`config.mk`:
```
export PLATFORM = sky130hd
export DESIGN_NAME = pldcr_regs
export DESIGN_NICKNAME = d
export VERILOG_FILES = /design/src/design/pldcr_pkg.sv /design/src/design/pldcr_regs.sv
export SDC_FILE = /design/constraint.sdc
export NUM_CORES = 1
export LEC_CHECK = 0
export BUFFER_PORTS_ARGS = -buffer_cell sky130_fd_sc_hd__buf_2
export CAP_MARGIN = 5
export CORE_MARGIN = 3
export CORE_UTILIZATION = 48
export DETAILED_ROUTE_END_ITERATION = 6
export GPL_ROUTABILITY_DRIVEN = 0
export PLACE_DENSITY = 0.82
export SLEW_MARGIN = 25
export SYNTH_ARGS = -nofsm -noshare
export SYNTH_HDL_FRONTEND = slang
export SYNTH_SLANG_ARGS = --single-unit
```
`constraint.sdc`:
```
create_clock -name CLK_SYS_IN -period 2.5 [get_ports CLK_SYS_IN]
set_clock_uncertainty 0.2 [all_clocks]
set_input_delay 0.25 -clock CLK_SYS_IN [delete_from_list [all_inputs] [get_ports CLK_SYS_IN]]
set_output_delay 0.25 -clock CLK_SYS_IN [all_outputs]
set_load 0.03 [all_outputs]
```
`src/design/pldcr_pkg.sv`:
```
// constants for the link power timer and phy training diagnostic register bank
// Behaviour
// - common clock set: report separate-clock Reported_a
// - common clock clear: report shared-clock Reported_a
// - upper bits 31:21 read zero, ignore writes
// - mask bit blocks secondary bus reset
// - L1 entry delay in 512 ns ticks
// - L0s entry delay in 62.5 MHz ticks
// - common clock clear: separate-clock FTS count used
// - common clock set: shared-clock FTS count used
// - L2 power saving only when enabled
// - second BAR responds only when enabled
// - first BAR responds only when enabled
// - marked fields reset only by fundamental reset
// - fundamental reset from pcie or global reset
package pldcr_pkg;
   // ---------------------------------------------------------------
   // register map
   // ---------------------------------------------------------------
   localparam logic [7:0] TIMER_REG_OFS = 8'hc4;
   localparam logic [7:0] PHY_REG_OFS = 8'hc8;
   localparam logic [31:0] TIMER_REG_RST = 32'h00120108;
   localparam logic [31:0] PHY_REG_RST = 32'h32142000;
   // writable bits of each word, rest read as zero or as the phy revision input
   localparam logic [31:0] TIMER_WR_MASK = 32'h001fffff;
   localparam logic [31:0] PHY_FUNDAMENTAL_RESET_N_MASK = 32'hffff1f00;
   localparam logic [31:0] PHY_SYS_MASK = 32'h000000ff;
   // ---------------------------------------------------------------
   // field positions
   // ---------------------------------------------------------------
   localparam int L1_SEP_LSB = 18;
   localparam int L1_SHR_LSB = 15;
   localparam int SEC_MASK_BIT = 10;
   localparam int L1_TMR_LSB = 6;
   localparam int L0S_TMR_LSB = 2;
   localparam int FTS_SEP_LSB = 24;
   localparam int FTS_SHR_LSB = 16;
   localparam int PHY_REVISION_FIELD_LSB = 13;
   localparam int LINK_NUM_LSB = 8;
   localparam int L2_SAVE_BIT = 7;
   localparam int BAR1_BIT = 6;
   localparam int BAR0_BIT = 5;
   localparam int REQ_LSB = 0;
   // ---------------------------------------------------------------
   // timing
   // ---------------------------------------------------------------
   localparam int CLK_PERIOD_NS = 10;
   localparam int L1_TICK_NS = 512;
   localparam int L0S_TICK_NS = 16;
   // least times, so round up
   localparam int L1_TICK_CYC = (L1_TICK_NS + CLK_PERIOD_NS - 1) / CLK_PERIOD_NS;
   localparam int L0S_TICK_CYC = (L0S_TICK_NS + CLK_PERIOD_NS - 1) / CLK_PERIOD_NS;
   localparam logic [5:0] L1_PRE_LAST = 6'(L1_TICK_CYC - 1);
   localparam logic [5:0] L0S_PRE_LAST = 6'(L0S_TICK_CYC - 1);
endpackage

```
`src/design/pldcr_regs.sv`:
```
// link power timer and phy training diagnostic register bank
`timescale 1ns/1ns
module pldcr_regs (
   // clock and resets
   input wire logic CLK_SYS_IN,
   input wire logic RSTN_IN,
   input wire logic PCIE_RESET_N_IN,
   input wire logic GLOBAL_RESET_N_IN,
   output logic FUNDAMENTAL_RESET_N_OUT,
   // configuration access
   input wire logic CFG_WR_IN,
   input wire logic CFG_RD_IN,
   input wire logic [7:0] CFG_ADDR_IN,
   input wire logic [3:0] CFG_BE_IN,
   input wire logic [31:0] CFG_WDATA_IN,
   output logic [31:0] CFG_RDATA_OUT,
   output logic CFG_ACK_OUT,
   // link status
   input wire logic COMMON_CLOCK_CONFIG_BIT_IN,
   input wire logic SECONDARY_RESET_BIT_IN,
   input wire logic LINK_IDLE_IN,
   input wire logic LINK_IN_L2_IN,
   input wire logic [2:0] PHY_REVISION_FIELD_IN,
   // link controls
   output logic [2:0] REPORTED_A_OUT,
   output logic [7:0] FTS_COUNT_OUT,
   output logic SECONDARY_BUS_RESET_OUT,
   output logic L1_ENTRY_DUE_OUT,
   output logic L0S_ENTRY_DUE_OUT,
   output logic L2_POWER_SAVING_OUT,
   output logic FIRST_BAR_ENABLE_OUT,
   output logic SECOND_BAR_ENABLE_OUT,
   output logic [4:0] LINK_NUMBER_OUT,
   output logic RECOVERY_REQUEST_OUT,
   output logic RECONFIGURE_REQUEST_OUT,
   output logic HOT_RESET_REQUEST_OUT,
   output logic SCRAMBLER_DISABLE_REQUEST_OUT,
   output logic LOOPBACK_REQUEST_OUT
);
   import pldcr_pkg::*;

   // ---------------------------------------------------------------
   // state
   // ---------------------------------------------------------------
   // fields held through ordinary reset live apart from the rest
   typedef struct packed {
      logic [31:0] timer_word;
      logic [31:0] phy_word;
   } pldcr_fundamental_reset_n_t;

   typedef struct packed {
      logic [7:0] phy_low;
      logic [31:0] rdata;
      logic ack;
      logic [5:0] l1_pre;
      logic [3:0] l1_cnt;
      logic [5:0] l0s_pre;
      logic [3:0] l0s_cnt;
   } pldcr_sys_t;

   pldcr_fundamental_reset_n_t fundamental_reset_n_q;
   pldcr_fundamental_reset_n_t fundamental_reset_n_d;
   pldcr_sys_t sys_q;
   pldcr_sys_t sys_d;
   logic fundamental_reset_n_n;
   logic sys_rst_n;
   logic hit_timer;
   logic hit_phy;
   logic [3:0] l1_limit;
   logic [3:0] l0s_limit;
   logic [31:0] phy_low_merged;

   // ---------------------------------------------------------------
   // helpers
   // ---------------------------------------------------------------
   // byte-enable merge restricted to writable bits
   function automatic logic [31:0] merge(input logic [31:0] old, input logic [31:0] wd,
                                         input logic [3:0] be, input logic [31:0] wmask);
      logic [31:0] m;
      m = {{8{be[3]}}, {8{be[2]}}, {8{be[1]}}, {8{be[0]}}} & wmask;
      return (old & ~m) | (wd & m);
   endfunction

   // one entry timer step: prescaler wraps into a saturating tick count
   function automatic logic [9:0] tmr_step(input logic idle, input logic [5:0] pre,
                                           input logic [3:0] cnt, input logic [3:0] lim,
                                           input logic [5:0] last);
      logic [5:0] p;
      logic [3:0] c;
      p = 6'h00;
      c = 4'h0;
      if (idle) begin
         p = (pre == last) ? 6'h00 : pre + 6'h01;
         c = (pre == last && cnt != lim) ? cnt + 4'h1 : cnt;
      end
      return {p, c};
   endfunction

   // ---------------------------------------------------------------
   // resets and decode
   // ---------------------------------------------------------------
   assign fundamental_reset_n_n = PCIE_RESET_N_IN & GLOBAL_RESET_N_IN;
   // any fundamental reset also clears the ordinary-reset fields
   assign sys_rst_n = RSTN_IN & fundamental_reset_n_n;
   assign hit_timer = (CFG_ADDR_IN[7:2] == TIMER_REG_OFS[7:2]);
   assign hit_phy = (CFG_ADDR_IN[7:2] == PHY_REG_OFS[7:2]);
   assign l1_limit = fundamental_reset_n_q.timer_word[L1_TMR_LSB +: 4];
   assign l0s_limit = fundamental_reset_n_q.timer_word[L0S_TMR_LSB +: 4];
   // a function result cannot be sliced directly, so widen through a net
   assign phy_low_merged = merge({24'h000000, sys_q.phy_low}, CFG_WDATA_IN, CFG_BE_IN,
                                 PHY_SYS_MASK);

   // ---------------------------------------------------------------
   // next state
   // ---------------------------------------------------------------
   // reads return the value before a same-cycle write
   always_comb begin
      fundamental_reset_n_d = fundamental_reset_n_q;
      sys_d = sys_q;
      if (CFG_WR_IN && hit_timer) begin
         // bits 31:21 never stored
         fundamental_reset_n_d.timer_word = merge(fundamental_reset_n_q.timer_word, CFG_WDATA_IN, CFG_BE_IN,
                                   TIMER_WR_MASK);
      end
      if (CFG_WR_IN && hit_phy) begin
         // revision bits stay out of storage
         fundamental_reset_n_d.phy_word = merge(fundamental_reset_n_q.phy_word, CFG_WDATA_IN, CFG_BE_IN, PHY_FUNDAMENTAL_RESET_N_MASK);
         sys_d.phy_low = phy_low_merged[7:0];
      end
      sys_d.ack = CFG_WR_IN | CFG_RD_IN;
      if (CFG_RD_IN) begin
         if (hit_timer) begin
            sys_d.rdata = fundamental_reset_n_q.timer_word & TIMER_WR_MASK;
         end else if (hit_phy) begin
            sys_d.rdata = fundamental_reset_n_q.phy_word | {16'h0000, PHY_REVISION_FIELD_IN, 13'h0000}
                          | {24'h000000, sys_q.phy_low};
         end else begin
            sys_d.rdata = 32'h00000000;
         end
      end
      {sys_d.l1_pre, sys_d.l1_cnt} = tmr_step(LINK_IDLE_IN, sys_q.l1_pre, sys_q.l1_cnt,
                                              l1_limit, L1_PRE_LAST);
      {sys_d.l0s_pre, sys_d.l0s_cnt} = tmr_step(LINK_IDLE_IN, sys_q.l0s_pre, sys_q.l0s_cnt,
                                                l0s_limit, L0S_PRE_LAST);
   end

   // ---------------------------------------------------------------
   // registers
   // ---------------------------------------------------------------
   // fields that survive every reset but the fundamental one
   always_ff @(posedge CLK_SYS_IN or negedge fundamental_reset_n_n) begin
      if (!fundamental_reset_n_n) begin
         fundamental_reset_n_q <= '{timer_word: TIMER_REG_RST, phy_word: PHY_REG_RST & PHY_FUNDAMENTAL_RESET_N_MASK};
      end else begin
         fundamental_reset_n_q <= fundamental_reset_n_d;
      end
   end

   // controls, access and timers cleared by either reset
   always_ff @(posedge CLK_SYS_IN or negedge sys_rst_n) begin
      if (!sys_rst_n) begin
         sys_q <= '{phy_low: PHY_REG_RST[7:0], rdata: 32'h00000000, ack: 1'b0,
                    l1_pre: 6'h00, l1_cnt: 4'h0, l0s_pre: 6'h00, l0s_cnt: 4'h0};
      end else begin
         sys_q <= sys_d;
      end
   end

   // ---------------------------------------------------------------
   // outputs
   // ---------------------------------------------------------------
   assign FUNDAMENTAL_RESET_N_OUT = fundamental_reset_n_n;
   assign CFG_RDATA_OUT = sys_q.rdata;
   assign CFG_ACK_OUT = sys_q.ack;
   // mode input selects which stored value the capability register shows
   assign REPORTED_A_OUT = COMMON_CLOCK_CONFIG_BIT_IN
                           ? fundamental_reset_n_q.timer_word[L1_SEP_LSB +: 3]
                           : fundamental_reset_n_q.timer_word[L1_SHR_LSB +: 3];
   assign FTS_COUNT_OUT = COMMON_CLOCK_CONFIG_BIT_IN
                          ? fundamental_reset_n_q.phy_word[FTS_SHR_LSB +: 8]
                          : fundamental_reset_n_q.phy_word[FTS_SEP_LSB +: 8];
   assign SECONDARY_BUS_RESET_OUT = SECONDARY_RESET_BIT_IN
                                    & ~fundamental_reset_n_q.timer_word[SEC_MASK_BIT];
   // a zero limit means entry is due from the first idle cycle
   assign L1_ENTRY_DUE_OUT = LINK_IDLE_IN && sys_q.l1_cnt == l1_limit;
   assign L0S_ENTRY_DUE_OUT = LINK_IDLE_IN && sys_q.l0s_cnt == l0s_limit;
   assign L2_POWER_SAVING_OUT = LINK_IN_L2_IN & sys_q.phy_low[L2_SAVE_BIT];
   assign SECOND_BAR_ENABLE_OUT = sys_q.phy_low[BAR1_BIT];
   assign FIRST_BAR_ENABLE_OUT = sys_q.phy_low[BAR0_BIT];
   assign LINK_NUMBER_OUT = fundamental_reset_n_q.phy_word[LINK_NUM_LSB +: 5];
   // low five bits go straight to the training state machine
   assign RECOVERY_REQUEST_OUT = sys_q.phy_low[REQ_LSB + 4];
   assign RECONFIGURE_REQUEST_OUT = sys_q.phy_low[REQ_LSB + 3];
   assign HOT_RESET_REQUEST_OUT = sys_q.phy_low[REQ_LSB + 2];
   assign SCRAMBLER_DISABLE_REQUEST_OUT = sys_q.phy_low[REQ_LSB + 1];
   assign LOOPBACK_REQUEST_OUT = sys_q.phy_low[REQ_LSB];

   // ---------------------------------------------------------------
   // checks
   // ---------------------------------------------------------------
   // consecutive idle cycles, saturating, for the l1 entry timer check
   logic [15:0] idle_run_q;
   always_ff @(posedge CLK_SYS_IN or negedge sys_rst_n) begin
      if (!sys_rst_n) begin
         idle_run_q <= 16'h0000;
      end else if (!LINK_IDLE_IN) begin
         idle_run_q <= 16'h0000;
      end else if (idle_run_q != 16'hffff) begin
         idle_run_q <= idle_run_q + 16'h0001;
      end
   end
endmodule // pldcr_regs

```
### Word level (Yosys, flattened, before mapping)

Cells that the tools add are included.
Widths: inputs -> output; s select.

* add/sub/neg operators: 4
* reduce and logical (&&, ||, !) cells: 6
* bitwise operators: 20
* equal/unequal tests: 10
* muxes and demuxes: 12

Operators with widths (count)
* $and 32x32->32: 3
* $mux 32: 2
* $or 32x32->32: 2
* $and 32x21->32: 1
* $not 21->32: 1
* $not 32->32: 1
* $or 32x16->32: 1
* $or 32x8->32: 1
* $mux 6: 4
* $eq 6x6->1 const B: 3
* $and 8x8->8: 2
* $mux 4: 4
* $add 6x1->6 const B: 2
* $add 4x1->4 const B: 2
* $eq 4x4->1: 2
* $mux 8: 1
* $ne 4x4->1: 2
* $not 8->8: 1
* $or 8x8->8: 1
* $eq 6x1->1 const B: 1
* $logic_and 1x1->1: 6
* $and 1x1->1: 4
* $ne 2x1->1 const B: 2
* $mux 3: 1
* 2 further kinds: 2

* output and inout bits: 61
* word-level logic and storage cells: 61
* input bits: 57
* register bits after elaboration: 125

### Logic depth before layout (Yosys ltp)

* depth in word-level cells: 4
* mapped depth: 6

### Worst setup path before layout

OpenSTA, ideal clock, no wires.

* path type: reg2reg
* start point: register sys_q[2] in the netlist's numbering
* end point: register sys_q[3] in the netlist's numbering
* setup time: 0.150 ns
* path buffers: 0
* arrival: 1.697 ns
* path slack: 0.453 ns
* required time: 2.150 ns
* clock period less this slack: 2.047 ns
* stages on the path, launching flop included: 5
* cell sequence: dfrtp_1 > nor2b_1 > a2111o_1 > nor3_2 > o21ai_1

* cells in the longest elaborated chain, start to end: 3
* elaborated cells on any way between the ends: 6

Ends and longest elaborated chain
* start, declared: RTL line pldcr_regs.sv:63 `pldcr_sys_t sys_q;`
* start signal, assigned: RTL line pldcr_regs.sv:162 `sys_q <= '{phy_low: PHY_REG_RST[7:0], rdata: 32'h00000000, ack: 1'b0,`
* start signal, assigned: RTL line pldcr_regs.sv:165 `sys_q <= sys_d;`
* $add 4x1->4 or $ne 4x4->1 (tied branches): RTL line pldcr_regs.sv:94 `c = (pre == last && cnt != lim) ? cnt + 4'h1 : cnt;`
* $mux 4 or $logic_and 1x1->1 (tied branches): RTL line pldcr_regs.sv:94
* $mux 4 or $ne 2x1->1 (tied branches)

Several ways; a longest one is shown, not always the timed one. The select of a mux whose other input is x is not followed.
A chain may end at the register's enable or synchronous reset.

### Worst setup path after layout

* start point: register sys_q[2] in the netlist's numbering
* end point: output L0S_ENTRY_DUE_OUT

* cells in the longest elaborated chain, start to end: 2

Ends and longest elaborated chain
* $eq 4x4->1: RTL line pldcr_regs.sv:186 `assign L0S_ENTRY_DUE_OUT = LINK_IDLE_IN && sys_q.l0s_cnt == l0s_limit;`
* $logic_and 1x1->1: RTL line pldcr_regs.sv:186
* end, declared: RTL line pldcr_regs.sv:29 `output logic L0S_ENTRY_DUE_OUT,`

No other way between the ends.

==> results.sh <==
export IMPL_outcome="finished, final reports clean"
export IMPL_synth_most_common_cell="dfrtp_1"
export IMPL_finalSetupViolCount=0
export IMPL_htree_levels=3
export IMPL_netlist_top_cells_count="dfrtp_1 (94), mux2_2 (61), buf_4 (40)"
export IMPL_holdWs_ns=0.0820
export IMPL_first_global_vias=3770
export IMPL_clockBufferDepth=2
export IMPL_cts_sinks=103
export IMPL_core_area_mm2=0.00982
export IMPL_track_usage_pct=20.9
export IMPL_portBuffers=115
export IMPL_slew_viol_final=0
export IMPL_tritoncts="yes"
export IMPL_die_x_um=107
export IMPL_arrival_ns=1.94
export IMPL_ys_seq_area_share_pct=53.0
export IMPL_synth_avg_cell_area_um2=11.6
export IMPL_crit_path_max_incr_delay_ns=0.49
export IMPL_cap_violations=0
export IMPL_endpoint_kind="primary output"
export IMPL_fmax_mhz=418
export IMPL_rows=36
export IMPL_crit_path_start_kind="flip-flop"
export IMPL_vias=3575
export IMPL_period_share_pct=95.7
export IMPL_finalHoldViolCount=0
export IMPL_path_cells="nor2b_1 > a2111o_1 > nor3_4 > buf_4"
export IMPL_ant_nets=0
export IMPL_synthArstFlopShare_pct=100
export IMPL_crit_fanout=6
export IMPL_maxSlewHeadroom_pct=46.2
export IMPL_die_h_um=107
export IMPL_power_density_mw_per_mm2=617
export IMPL_io_pins=118
export IMPL_layout_nets=605
export IMPL_rsz0062_at_grt="no"
export IMPL_vias_per_cell=5.25
export IMPL_power_uw=3700
export IMPL_ir_drop_uv=366
export IMPL_grt_max_degree=46
export IMPL_wire_per_inst_um=17.1
export IMPL_grt_pass1_wl_um=18500
export IMPL_synth_area_mm2=0.00488
export IMPL_post_route_min_period_ns=2.39
export IMPL_worstSetupPathType="reg -> out"
export IMPL_remaining_drc_errors=0
export IMPL_leakage_uw=0.00296
export IMPL_clkTransAtPathRegs_ns=0.09
export IMPL_diodes=0
export IMPL_ys_warn_count=0
export IMPL_setup_tns_ns=0
export IMPL_antenna_found_initial=0
export IMPL_synth_area_leaders="dfrtp_1 (48%), mux2_2 (14%), buf_4 (6.2%), dfstp_2 (4.8%), a22oi_1 (3.2%)"
export IMPL_dp_hpwl_um=7990
export IMPL_synth_top_area_cell="dfrtp_1"
export IMPL_synth_top_cell_area_share_pct=48.2
export IMPL_slowest_stage="a2111o_1"
export IMPL_syn_inst=421
export IMPL_start_util_pct=49.7
export IMPL_die_area_mm2=0.0114
export IMPL_cts_root_buf="clkbuf_8"
export IMPL_ys_types=46
export IMPL_ys_ff_latch=103
export IMPL_syn_num_nets=483
export IMPL_cp_required_ns=2.05
export IMPL_wl_um=11600
export IMPL_clock_latency_ns=0.36
export IMPL_first_pass_iters=4
export IMPL_tightestPinTransition_ns=0.808
export IMPL_areaGrowthSynthToFinish_pct=23.0
export IMPL_post_cts_buffers=0
export IMPL_drive_gt1_share_pct=41.2
export IMPL_first_iter_violations=214
export IMPL_cts_inserted_buffers=9
export IMPL_grt_overflow=0
export IMPL_synth_edf_count=0
export IMPL_fillers=812
export IMPL_synth_flop_cell="dfrtp_1"
export IMPL_hold_path_class="in -> reg"
cell families after synthesis:
family / count (synthesis) / synth area share [%]
fa+ha+maj: 5 / 1.28
buf+inv: 75 / 9.02
flops: 103 / 53.0
simple gates: 93 / 9.94
mux: 65 / 15.0
xor+xnor: 13 / 2.33
compound gates: 67 / 9.41
path summary, 6_finish.rpt:
kind                              startpoint                end  slack, ns  depth (start not counted)
min reg2reg                        sys_q[14]          sys_q[14]       0.28                          1
max in group asynchronous  GLOBAL_RESET_N_IN           sys_q[1]       0.82                          5
max reg2reg                         sys_q[5]           sys_q[3]       0.33                          6
min                             LINK_IDLE_IN          sys_q[10]       0.08                          3
max                                 sys_q[2]  L0S_ENTRY_DUE_OUT       0.11                          4
min in group asynchronous    PCIE_RESET_N_IN          async pin       0.47                          4
layout make-up:
class / instances / area [µm²] / share of cell area, %
Clock buffer: 10 / 128 / 2.12
Clock inverter: 6 / 92.6 / 1.54
Inverter: 17 / 63.8 / 1.06
Multi-Input combinational cell: 243 / 1870 / 31.2
Sequential cell: 103 / 2590 / 43.1
Tap cell: 133 / 166 / 2.77
Timing Repair Buffer: 169 / 1090 / 18.2
per-stage QoR:
stage	setup WS, ns	std cells	cell area, µm²	utilization, %
final	0.107	681	6010	61.2
after global routing	0.00669	681	6010	61.2
after CTS	0.0303	681	6010	61.2
after detailed placement	0.243	624	5370	54.7
after global placement	0.281	624	5370	54.7
after floorplan	0.130	421	4880	-
layer usage:
metal	vias up	routed length, µm	GRT usage, %
met4	0	389	9.22
li1	1690	-	-
met1	1742	5000	26.8
met3	29	587	3.79
met5	-	0	0
met2	114	5640	34.8
report_power, final:
group / leakage [µW] / internal [µW] / switching [µW]
Clock: 0.000103 / 570 / 586
Combinational: 0.00150 / 282 / 376
Sequential: 0.00136 / 1790 / 100
Total: 0.00296 / 2640 / 1060
critical path, delay by kind of cell (launching register included):
kind | cells | cell delay [ns]
AO/OA/AOI/OAI | 1 | 0.49
AND/OR/NAND/NOR | 2 | 0.41
buffers and inverters | 1 | 0.22
flip-flops | 1 | 0.46
repair_timing:
item | CTS | global route
resized for setup | 2 | 0
endpoints found under the setup margin | 1 | 1
pin swaps | 0 | 1
endpoints found under the hold margin | 108 | 0
hold buffers | 41 | 0
placed cells by master (no fill, tap or decap), types with 2 or more instances in the layout:
cell,count
buf_2,115
dfrtp_1,94
mux2_2,61
dlygate4sd3_1,40
nor2_1,35
nand3_1,21
a22oi_1,21
a21oi_1,21
inv_1,16
buf_4,13
o21ai_0,11
xor2_1,10
dfstp_2,9
clkbuf_8,9
and3_1,8
nand2_1,6
ha_1,5
xnor2_1,3
and2_1,3
nor2b_1,3
mux2i_1,3
o311ai_0,3
nor3b_4,2
nor3b_1,2
nand2b_1,2
or2b_1,2
bufinv_16,2
clkinvlp_4,2
Power figures use the tool's default switching activity.
